## src/hdl/tic_defines.svh

```systemverilog
// Register offsets, field positions, reset values and encodings of the input capture unit.
`ifndef TIC_DEFINES_SVH
`define TIC_DEFINES_SVH

// ****************************************
// Register offsets
// ****************************************
`define TIC_ADDR_CONTROL 4'h0
`define TIC_ADDR_VALUE_LOW 4'h1
`define TIC_ADDR_VALUE_HIGH 4'h2
`define TIC_ADDR_FLAG 4'h3
`define TIC_ADDR_ENABLE 4'h4
`define TIC_ADDR_STATUS 4'h5

// ****************************************
// Field layout and reset values
// ****************************************
`define TIC_MODE_LSB 0
`define TIC_MODE_MSB 3
`define TIC_FLAG_BIT 0
`define TIC_CONTROL_RST 8'h00
`define TIC_ENABLE_RST 8'h00

// ****************************************
// Mode encodings
// ****************************************
`define TIC_MODE_FALL 4'h4
`define TIC_MODE_RISE 4'h5
`define TIC_MODE_RISE4 4'h6
`define TIC_MODE_RISE16 4'h7

// ****************************************
// Prescale counts
// ****************************************
`define TIC_PS4_LAST 4'h3
`define TIC_PS16_LAST 4'hF

`endif

```

## src/hdl/tic_pkg.sv

```systemverilog
// Types shared by the input capture unit.
package tic_pkg;
  typedef enum logic [1:0] {
    TIC_EV_FALL,
    TIC_EV_RISE,
    TIC_EV_RISE4,
    TIC_EV_RISE16
  } tic_event_e;
endpackage

```

## src/hdl/tic_capture.sv

```systemverilog
// Input capture unit: latches the 16-bit timer count on selected pin edges.
//
// Operation
// - Copy timer count into capture pair on event.
// - Mode picks falling, rising, fourth, sixteenth rising.
// - Every capture sets the capture interrupt flag.
// - Flag stays set until software clears it.
// - New capture overwrites unread value.
// - Pin level watched even when driven out.
// - Capture guaranteed only with synchronous timer.
// - Mode change may set flag spuriously.
// - Timer clocked from instruction or external clock.
// - Prescaler cleared when off, non-capture, reset.
`timescale 1ns/1ps
`include "tic_defines.svh"
module tic_capture
  import tic_pkg::*;
(
  mclk,
  sys_rst,
  capture_pin,
  timer16_count_high,
  timer16_count_low,
  reg_addr,
  reg_wdata,
  reg_wr,
  reg_rd,
  reg_rdata,
  capture_value_high,
  capture_value_low,
  capture_irq_flag,
  capture_irq
);
  input wire logic mclk;
  input wire logic sys_rst;
  input wire logic capture_pin;
  input wire logic [7:0] timer16_count_high;
  input wire logic [7:0] timer16_count_low;
  input wire logic [3:0] reg_addr;
  input wire logic [7:0] reg_wdata;
  input wire logic reg_wr;
  input wire logic reg_rd;
  output logic [7:0] reg_rdata;
  output logic [7:0] capture_value_high;
  output logic [7:0] capture_value_low;
  output logic capture_irq_flag;
  output logic capture_irq;

  // ****************************************
  // Mode decode
  // ****************************************
  function automatic logic is_capture_mode(input logic [3:0] m);
    is_capture_mode = (m[3:2] == 2'b01);
  endfunction

  logic [7:0] capture_control_reg;
  logic capture_irq_enable;
  logic [3:0] capture_mode_select;
  logic capture_on;
  tic_event_e event_kind;
  logic pin_level;
  logic rise_pulse;
  logic fall_pulse;
  logic [3:0] prescale_r;
  logic [3:0] prescale_nxt;
  logic capture_event;

  assign capture_mode_select = capture_control_reg[`TIC_MODE_MSB:`TIC_MODE_LSB];
  assign capture_on = is_capture_mode(capture_mode_select);
  assign event_kind = tic_event_e'(capture_mode_select[1:0]);

  // ****************************************
  // Pin synchroniser
  // ****************************************
  // synchronise before detecting
  tic_pin_sync u_sync (
    .mclk(mclk),
    .sys_rst(sys_rst),
    .pin_in(capture_pin),
    .pin_level(pin_level),
    .rise_pulse(rise_pulse),
    .fall_pulse(fall_pulse)
  );

  // ****************************************
  // Event qualification
  // ****************************************
  // select qualifying event
  always_comb begin
    capture_event = 1'b0;
    prescale_nxt = prescale_r;
    if (capture_on) begin
      unique case (event_kind)
        TIC_EV_FALL: begin
          capture_event = fall_pulse;
        end
        TIC_EV_RISE: begin
          capture_event = rise_pulse;
        end
        TIC_EV_RISE4: begin
          if (rise_pulse) begin
            capture_event = (prescale_r[1:0] == 2'(`TIC_PS4_LAST));
            prescale_nxt = prescale_r + 4'h1;
          end
        end
        TIC_EV_RISE16: begin
          if (rise_pulse) begin
            capture_event = (prescale_r == `TIC_PS16_LAST);
            prescale_nxt = prescale_r + 4'h1;
          end
        end
      endcase
    end
  end

  always_ff @(posedge mclk) begin
    if (sys_rst || !capture_on) begin
      prescale_r <= 4'h0;
    end else begin
      prescale_r <= prescale_nxt;
    end
  end

  // ****************************************
  // Capture register pair
  // ****************************************
  // latch timer count
  always_ff @(posedge mclk) begin
    if (sys_rst) begin
      capture_value_high <= 8'h00;
      capture_value_low <= 8'h00;
    end else if (capture_event) begin
      capture_value_high <= timer16_count_high;
      capture_value_low <= timer16_count_low;
    end
  end

  // ****************************************
  // Control registers
  // ****************************************
  // mode write takes effect directly
  always_ff @(posedge mclk) begin
    if (sys_rst) begin
      capture_control_reg <= `TIC_CONTROL_RST;
      capture_irq_enable <= 1'b0;
    end else if (reg_wr) begin
      if (reg_addr == `TIC_ADDR_CONTROL) begin
        capture_control_reg <= reg_wdata;
      end
      if (reg_addr == `TIC_ADDR_ENABLE) begin
        capture_irq_enable <= reg_wdata[`TIC_FLAG_BIT];
      end
    end
  end

  // ****************************************
  // Interrupt flag
  // ****************************************
  // set flag on capture
  always_ff @(posedge mclk) begin
    if (sys_rst) begin
      capture_irq_flag <= 1'b0;
    end else if (capture_event) begin
      capture_irq_flag <= 1'b1;
    end else if (reg_wr && reg_addr == `TIC_ADDR_FLAG && reg_wdata[`TIC_FLAG_BIT]) begin
      capture_irq_flag <= 1'b0;
    end
  end

  // Interrupt registers the enabled flag or capture event, so it rises with the flag and drops one cycle after it.
  always_ff @(posedge mclk) begin
    if (sys_rst) begin
      capture_irq <= 1'b0;
    end else begin
      capture_irq <= capture_irq_enable && (capture_irq_flag || capture_event);
    end
  end

  // ****************************************
  // Read port
  // ****************************************
  always_ff @(posedge mclk) begin
    if (sys_rst) begin
      reg_rdata <= 8'h00;
    end else if (reg_rd) begin
      case (reg_addr)
        `TIC_ADDR_CONTROL: reg_rdata <= capture_control_reg;
        `TIC_ADDR_VALUE_LOW: reg_rdata <= capture_value_low;
        `TIC_ADDR_VALUE_HIGH: reg_rdata <= capture_value_high;
        `TIC_ADDR_FLAG: reg_rdata <= {7'h00, capture_irq_flag};
        `TIC_ADDR_ENABLE: reg_rdata <= {7'h00, capture_irq_enable};
        `TIC_ADDR_STATUS: reg_rdata <= {3'h0, pin_level, prescale_r};
        default: reg_rdata <= 8'h00;
      endcase
    end else begin
      reg_rdata <= 8'h00;
    end
  end
endmodule // tic_capture

```

## src/hdl/tic_pin_sync.sv

```systemverilog
// Three-stage pin synchroniser with edge detection.
`timescale 1ns/1ps
module tic_pin_sync (
  mclk,
  sys_rst,
  pin_in,
  pin_level,
  rise_pulse,
  fall_pulse
);
  input wire logic mclk;
  input wire logic sys_rst;
  input wire logic pin_in;
  output logic pin_level;
  output logic rise_pulse;
  output logic fall_pulse;

  logic meta_r;
  logic s2_r;
  logic s3_r;

  always_ff @(posedge mclk) begin
    if (sys_rst) begin
      meta_r <= 1'b0;
      s2_r <= 1'b0;
      s3_r <= 1'b0;
      pin_level <= 1'b0;
    end else begin
      meta_r <= pin_in;
      s2_r <= meta_r;
      s3_r <= s2_r;
      if (s2_r == s3_r) begin
        pin_level <= s3_r;
      end
    end
  end

  // A change counts once the second and third stages agree on it.
  assign rise_pulse = (s2_r == s3_r) && s3_r && !pin_level;
  assign fall_pulse = (s2_r == s3_r) && !s3_r && pin_level;
endmodule // tic_pin_sync

```

## config.mk

```make
export PLATFORM = sky130hd
export DESIGN_NAME = tic_capture
export DESIGN_NICKNAME = d
export VERILOG_FILES = /design/src/hdl/tic_pkg.sv /design/src/hdl/tic_capture.sv /design/src/hdl/tic_pin_sync.sv
export VERILOG_INCLUDE_DIRS = /design/src /design/src/hdl
export SDC_FILE = /design/constraint.sdc
export NUM_CORES = 1
export LEC_CHECK = 0
export BUFFER_PORTS_ARGS = -buffer_cell sky130_fd_sc_hd__buf_2
export CORE_MARGIN = 5
export CORE_UTILIZATION = 33
export CTS_BUF_LIST = sky130_fd_sc_hd__clkbuf_8 sky130_fd_sc_hd__clkbuf_16
export DETAILED_ROUTE_END_ITERATION = 8
export PLACE_DENSITY = 0.63
export SYNTH_ARGS = -nofsm -noshare
export SYNTH_HDL_FRONTEND = slang
export SYNTH_SLANG_ARGS = --single-unit
```

## constraint.sdc

```tcl
create_clock -name mclk -period 3 [get_ports mclk]
set_input_delay 0.45 -clock mclk [delete_from_list [all_inputs] [get_ports mclk]]
set_output_delay 0.45 -clock mclk [all_outputs]
set_load 0.01 [all_outputs]
```

==> flow_results.org <==
** Status
- Outcome :: finished, final reports clean

** Die
- The die covers 7429 µm².
- In this run the vertical extent of the chip is 86.19 µm.
- For this design the top-level I/O count stands at 59.
- Standard-cell rows :: 27
- Starting density of the core :: 0.3437
- Measured along the x axis, the die boundary spans 86.19 µm.
- In this run the standard cell core region covers 5574 µm².

** Clock network
- Maximum count of clock buffers along a single path :: 2
- Post_cts resized :: 0
- The number of setup buffers added after CTS is 0.
- The H-tree was split into 2 levels.
- Clock tree synthesis found a total of 43 sinks.
- CTS placed an instance of clkbuf_8 at the clock tree root.
- Hold buffer count at CTS :: 0
- Clock latency reported for the late side of the worst-skew pair :: 0.29 ns
- TritonCTS buffer count :: 5
- Clock tree from TritonCTS :: yes
- Clock-pin slew was measured on the worst setup and hold paths at 0.08 ns.

** Timing
- Across all hold checks on the routed design, the worst slack comes to 0.3653 ns.
- Final hold violation count :: 0
- For the pin with the worst max-slew slack, the measured transition is 0.4924 ns.
- Post-route fraction of the period consumed by the critical path :: 0.5390
- Maximum clock skew at final layout :: 0.002686 ns
- Number of pins exceeding their max-slew limit in the final report :: 0
- Worst slew margin :: 0.6693
- Max Clk Rate :: 618.4 MHz
- Unrepaired setup endpoints after global routing :: false
- Adding up every negative setup slack in the final design gives 0 ns.
- Setup violations remaining at the end of the flow were counted as 0.
- Fin crit period :: 1.617 ns

** Worst setup path
- Data arrives at the worst endpoint at 1.84 ns.
- Start point of the critical path :: prescale_r[0]$_SDFFE_PP0P_
- The slowest stage of the critical path is the dfxtp_1 cell.
- R2r setup slk :: 1.38 ns
- Together, buffers and inverters on the worst path number 2.
- Crit path largest cell delay :: 0.42 ns
- The worst register-to-register path begins at prescale_r[0]$_SDFFE_PP0P_.
- Sort of element at the end of the critical path :: flop
- The worst setup path is of the reg2reg kind.
- Reg2reg path depth :: 6
- Kind of start point of the critical path :: flop
- The endpoint identified for the worst register-to-register timing path is capture_value_low[3]$_SDFFE_PP0P_.
- For the worst setup path, the data required time is 3.22 ns.
- Traced cell by cell, the critical path runs through ha_1, inv_1, o21ai_0, and4b_1, buf_4, mux2i_1.
- On the critical path the largest part of the delay comes from flip-flops.
- Max Fanout on Critical Path :: 18

** Yosys
- Cell types with the largest area share after synthesis :: dfxtp_1 (45%), mux2i_1 (11%), nand2_1 (9.0%)
- Warning count from the yosys run :: 0
- Library cell with the largest summed area after synthesis :: dfxtp_1
- Part of the Yosys area used for sequential elements :: 0.4494
- FFs w/ async S/R, synth :: 0
- Synth top area share :: 0.4494
- Gate Count Post-Synth :: 205
- Flop and latch count out of synthesis :: 43
- Number of enable flip-flop cells after synthesis :: 0
- Cell Area, Synth :: 1916 µm²
- Most instantiated flip-flop cell in the synthesis netlist :: dfxtp_1
- In this run the mean area of a mapped cell was 9.344 µm².
- Synth Net Count :: 241
- Netlist cell types :: 39

** Placement
- The HPWL after detailed placement is 3503 µm.
- Count of buffers from port buffering :: 58
- The congestion estimate from routability-driven global placement came to 0.7366.
- Including well taps, the total number of placed cells is 325.
- Post-detailed-placement cell area :: 2231 µm²

** GRT
- Most Crowded Layer GR :: met2
- Met3 track utilization from global routing :: 0.04468
- Entering global routing, the biggest net connects 23 pins.
- For this run, global-route usage on met1 was measured as 0.1677.
- Antenna violations before repair :: 0
- Routing usage on met2 :: 0.1969
- The total overflow left after global routing is 0.
- Vias in the first global route :: 1587
- The first global-routing pass estimated 7624 µm of wire.
- Across every metal layer, demand over resource in global routing totals 0.1294.

** Route
- Via total after detailed routing :: 1596
- Via density per instance :: 4.822
- Number of nets still failing antenna checks after routing :: 0
- After detailed routing, the total wire length is 4586 µm.
- The first detailed-routing pass ran for 4 iterations.
- Final routed wire length divided by cell count :: 13.85 µm
- After the first detailed-routing iteration, the DRC count stood at 87.
- DR DRC count :: 0

** Flow run
- The tool flagged a number of max-cap violations equal to 0.

** Min path
- HP Start :: capture_pin
- The worst hold path terminates at u_sync.meta_r$_SDFF_PP0_.
- Hold Path Depth :: 2
- Type of the tightest min-delay check :: in2reg

** Final layout
- Of the cells placed in the final design, the portion with a size suffix greater than 1 is 0.2819.
- Final Net Count :: 296
- N_diodes :: 0
- Post-route standard cell area excluding fillers :: 2307 µm²
- Post-route non-filler standard cell count :: 331
- Compared with the post-synthesis result, the final layout area differs by 20.44%.

** Pwr
- Leakage power total :: 0.9581 nW
- In this run the power density over the cells is 428.4 nW/µm².
- Worst voltage drop across the vdd grid :: 0.1565 mV
- The design draws 988.5 µW.
[placed cells by master, fill, tap and decap left out, drive strengths merged, types with 2 or more instances in the layout]
| master | synthesis | layout |
|---|---|---|
| buf | 6 | 60 |
| nand2 | 46 | 46 |
| dfxtp | 43 | 43 |
| mux2i | 21 | 21 |
| nor2 | 19 | 19 |
| nand3 | 10 | 10 |
| a21oi | 9 | 9 |
| clkbuf | 6 | 5 |
| inv | 4 | 4 |
| a22o | 4 | 4 |
| a222oi | 4 | 4 |
| mux2 | 3 | 3 |
| a22oi | 3 | 3 |
| ha | 3 | 3 |
| nor4b | 3 | 3 |
| xor2 | 2 | 2 |
| nor2b | 2 | 2 |
[area by class of cell]
class / count / area (µm²)
Fill cell: 571 / 3267
Multi-Input combinational cell: 145 / 955.9
Sequential cell: 43 / 860.8
Timing Repair Buffer: 60 / 305.3
Tap cell: 72 / 90.09
Clock buffer: 5 / 68.82
Inverter: 5 / 18.77
Clock inverter: 1 / 7.507
[routing by layer]
layer | share of wire | up-vias
met1 | 0.45 | 719
li1 | - | 817
met2 | 0.46 | 50
met3 | 0.070 | 10
met5 | 0 | -
met4 | 0.019 | 0
[power breakdown]
part / switching [mW] / internal (mW) / leakage [nW]
combinational: 0.0422 / 0.0294 / 0.575
clock: 0.187 / 0.155 / 0.0361
sequential: 0.00219 / 0.574 / 0.347
[cells in the mapped netlist, types with 2 or more instances]
cell type and number:
mux2_2 3, a21oi_1 9, a22oi_1 3, nand2_1 46, buf_6 4, nand3_1 10, dfxtp_1 43, clkbuf_1 6
ha_1 3, a222oi_1 4, nor2b_1 2, a22o_1 4, inv_1 4, xor2_1 2, nor2_1 18, mux2i_1 21
[stage by stage]
stage,util,setup WS [ns]
after floorplan,-,1.505
after global placement,0.4002,1.233
after detailed placement,0.4002,1.171
after CTS,0.4139,1.379
after global routing,0.4139,1.210
final,0.4139,1.383
[how the worst max path moves through the flow]
stage / endpoint / slack, ns / cells past startpoint
finish: capture_value_low[3]$_SDFFE_PP0P_ / 1.38 / 6
global route: capture_value_low[3]$_SDFFE_PP0P_ / 1.21 / 6
CTS: capture_value_low[3]$_SDFFE_PP0P_ / 1.38 / 6
detailed placement: capture_control_reg[5]$_SDFFE_PP0P_ / 1.17 / 5
global placement: capture_control_reg[0]$_SDFFE_PP0P_ / 1.23 / 5
floorplan: capture_control_reg[1]$_SDFFE_PP0P_ / 1.50 / 5
[worst register-to-register path, stage by stage (launching register included)]
cell     delay, ns
dfxtp_1       0.42
ha_1          0.20
inv_1         0.05
o21ai_0       0.14
and4b_1       0.20
buf_4         0.30
mux2i_1       0.25
[kinds of logic after synthesis]
family                     after synthesis  synth area share
AOI/OAI and AO/OA                       25           0.09340
xor gates and xnor gates                 3           0.01372
adders and majority gates                3           0.01960
buffers and inverters                   17           0.05159
DFF                                     43            0.4494
muxes                                   25            0.1411
and+or+nand+nor                         89            0.2312
No activity file was read; power rests on OpenSTA's default activity.
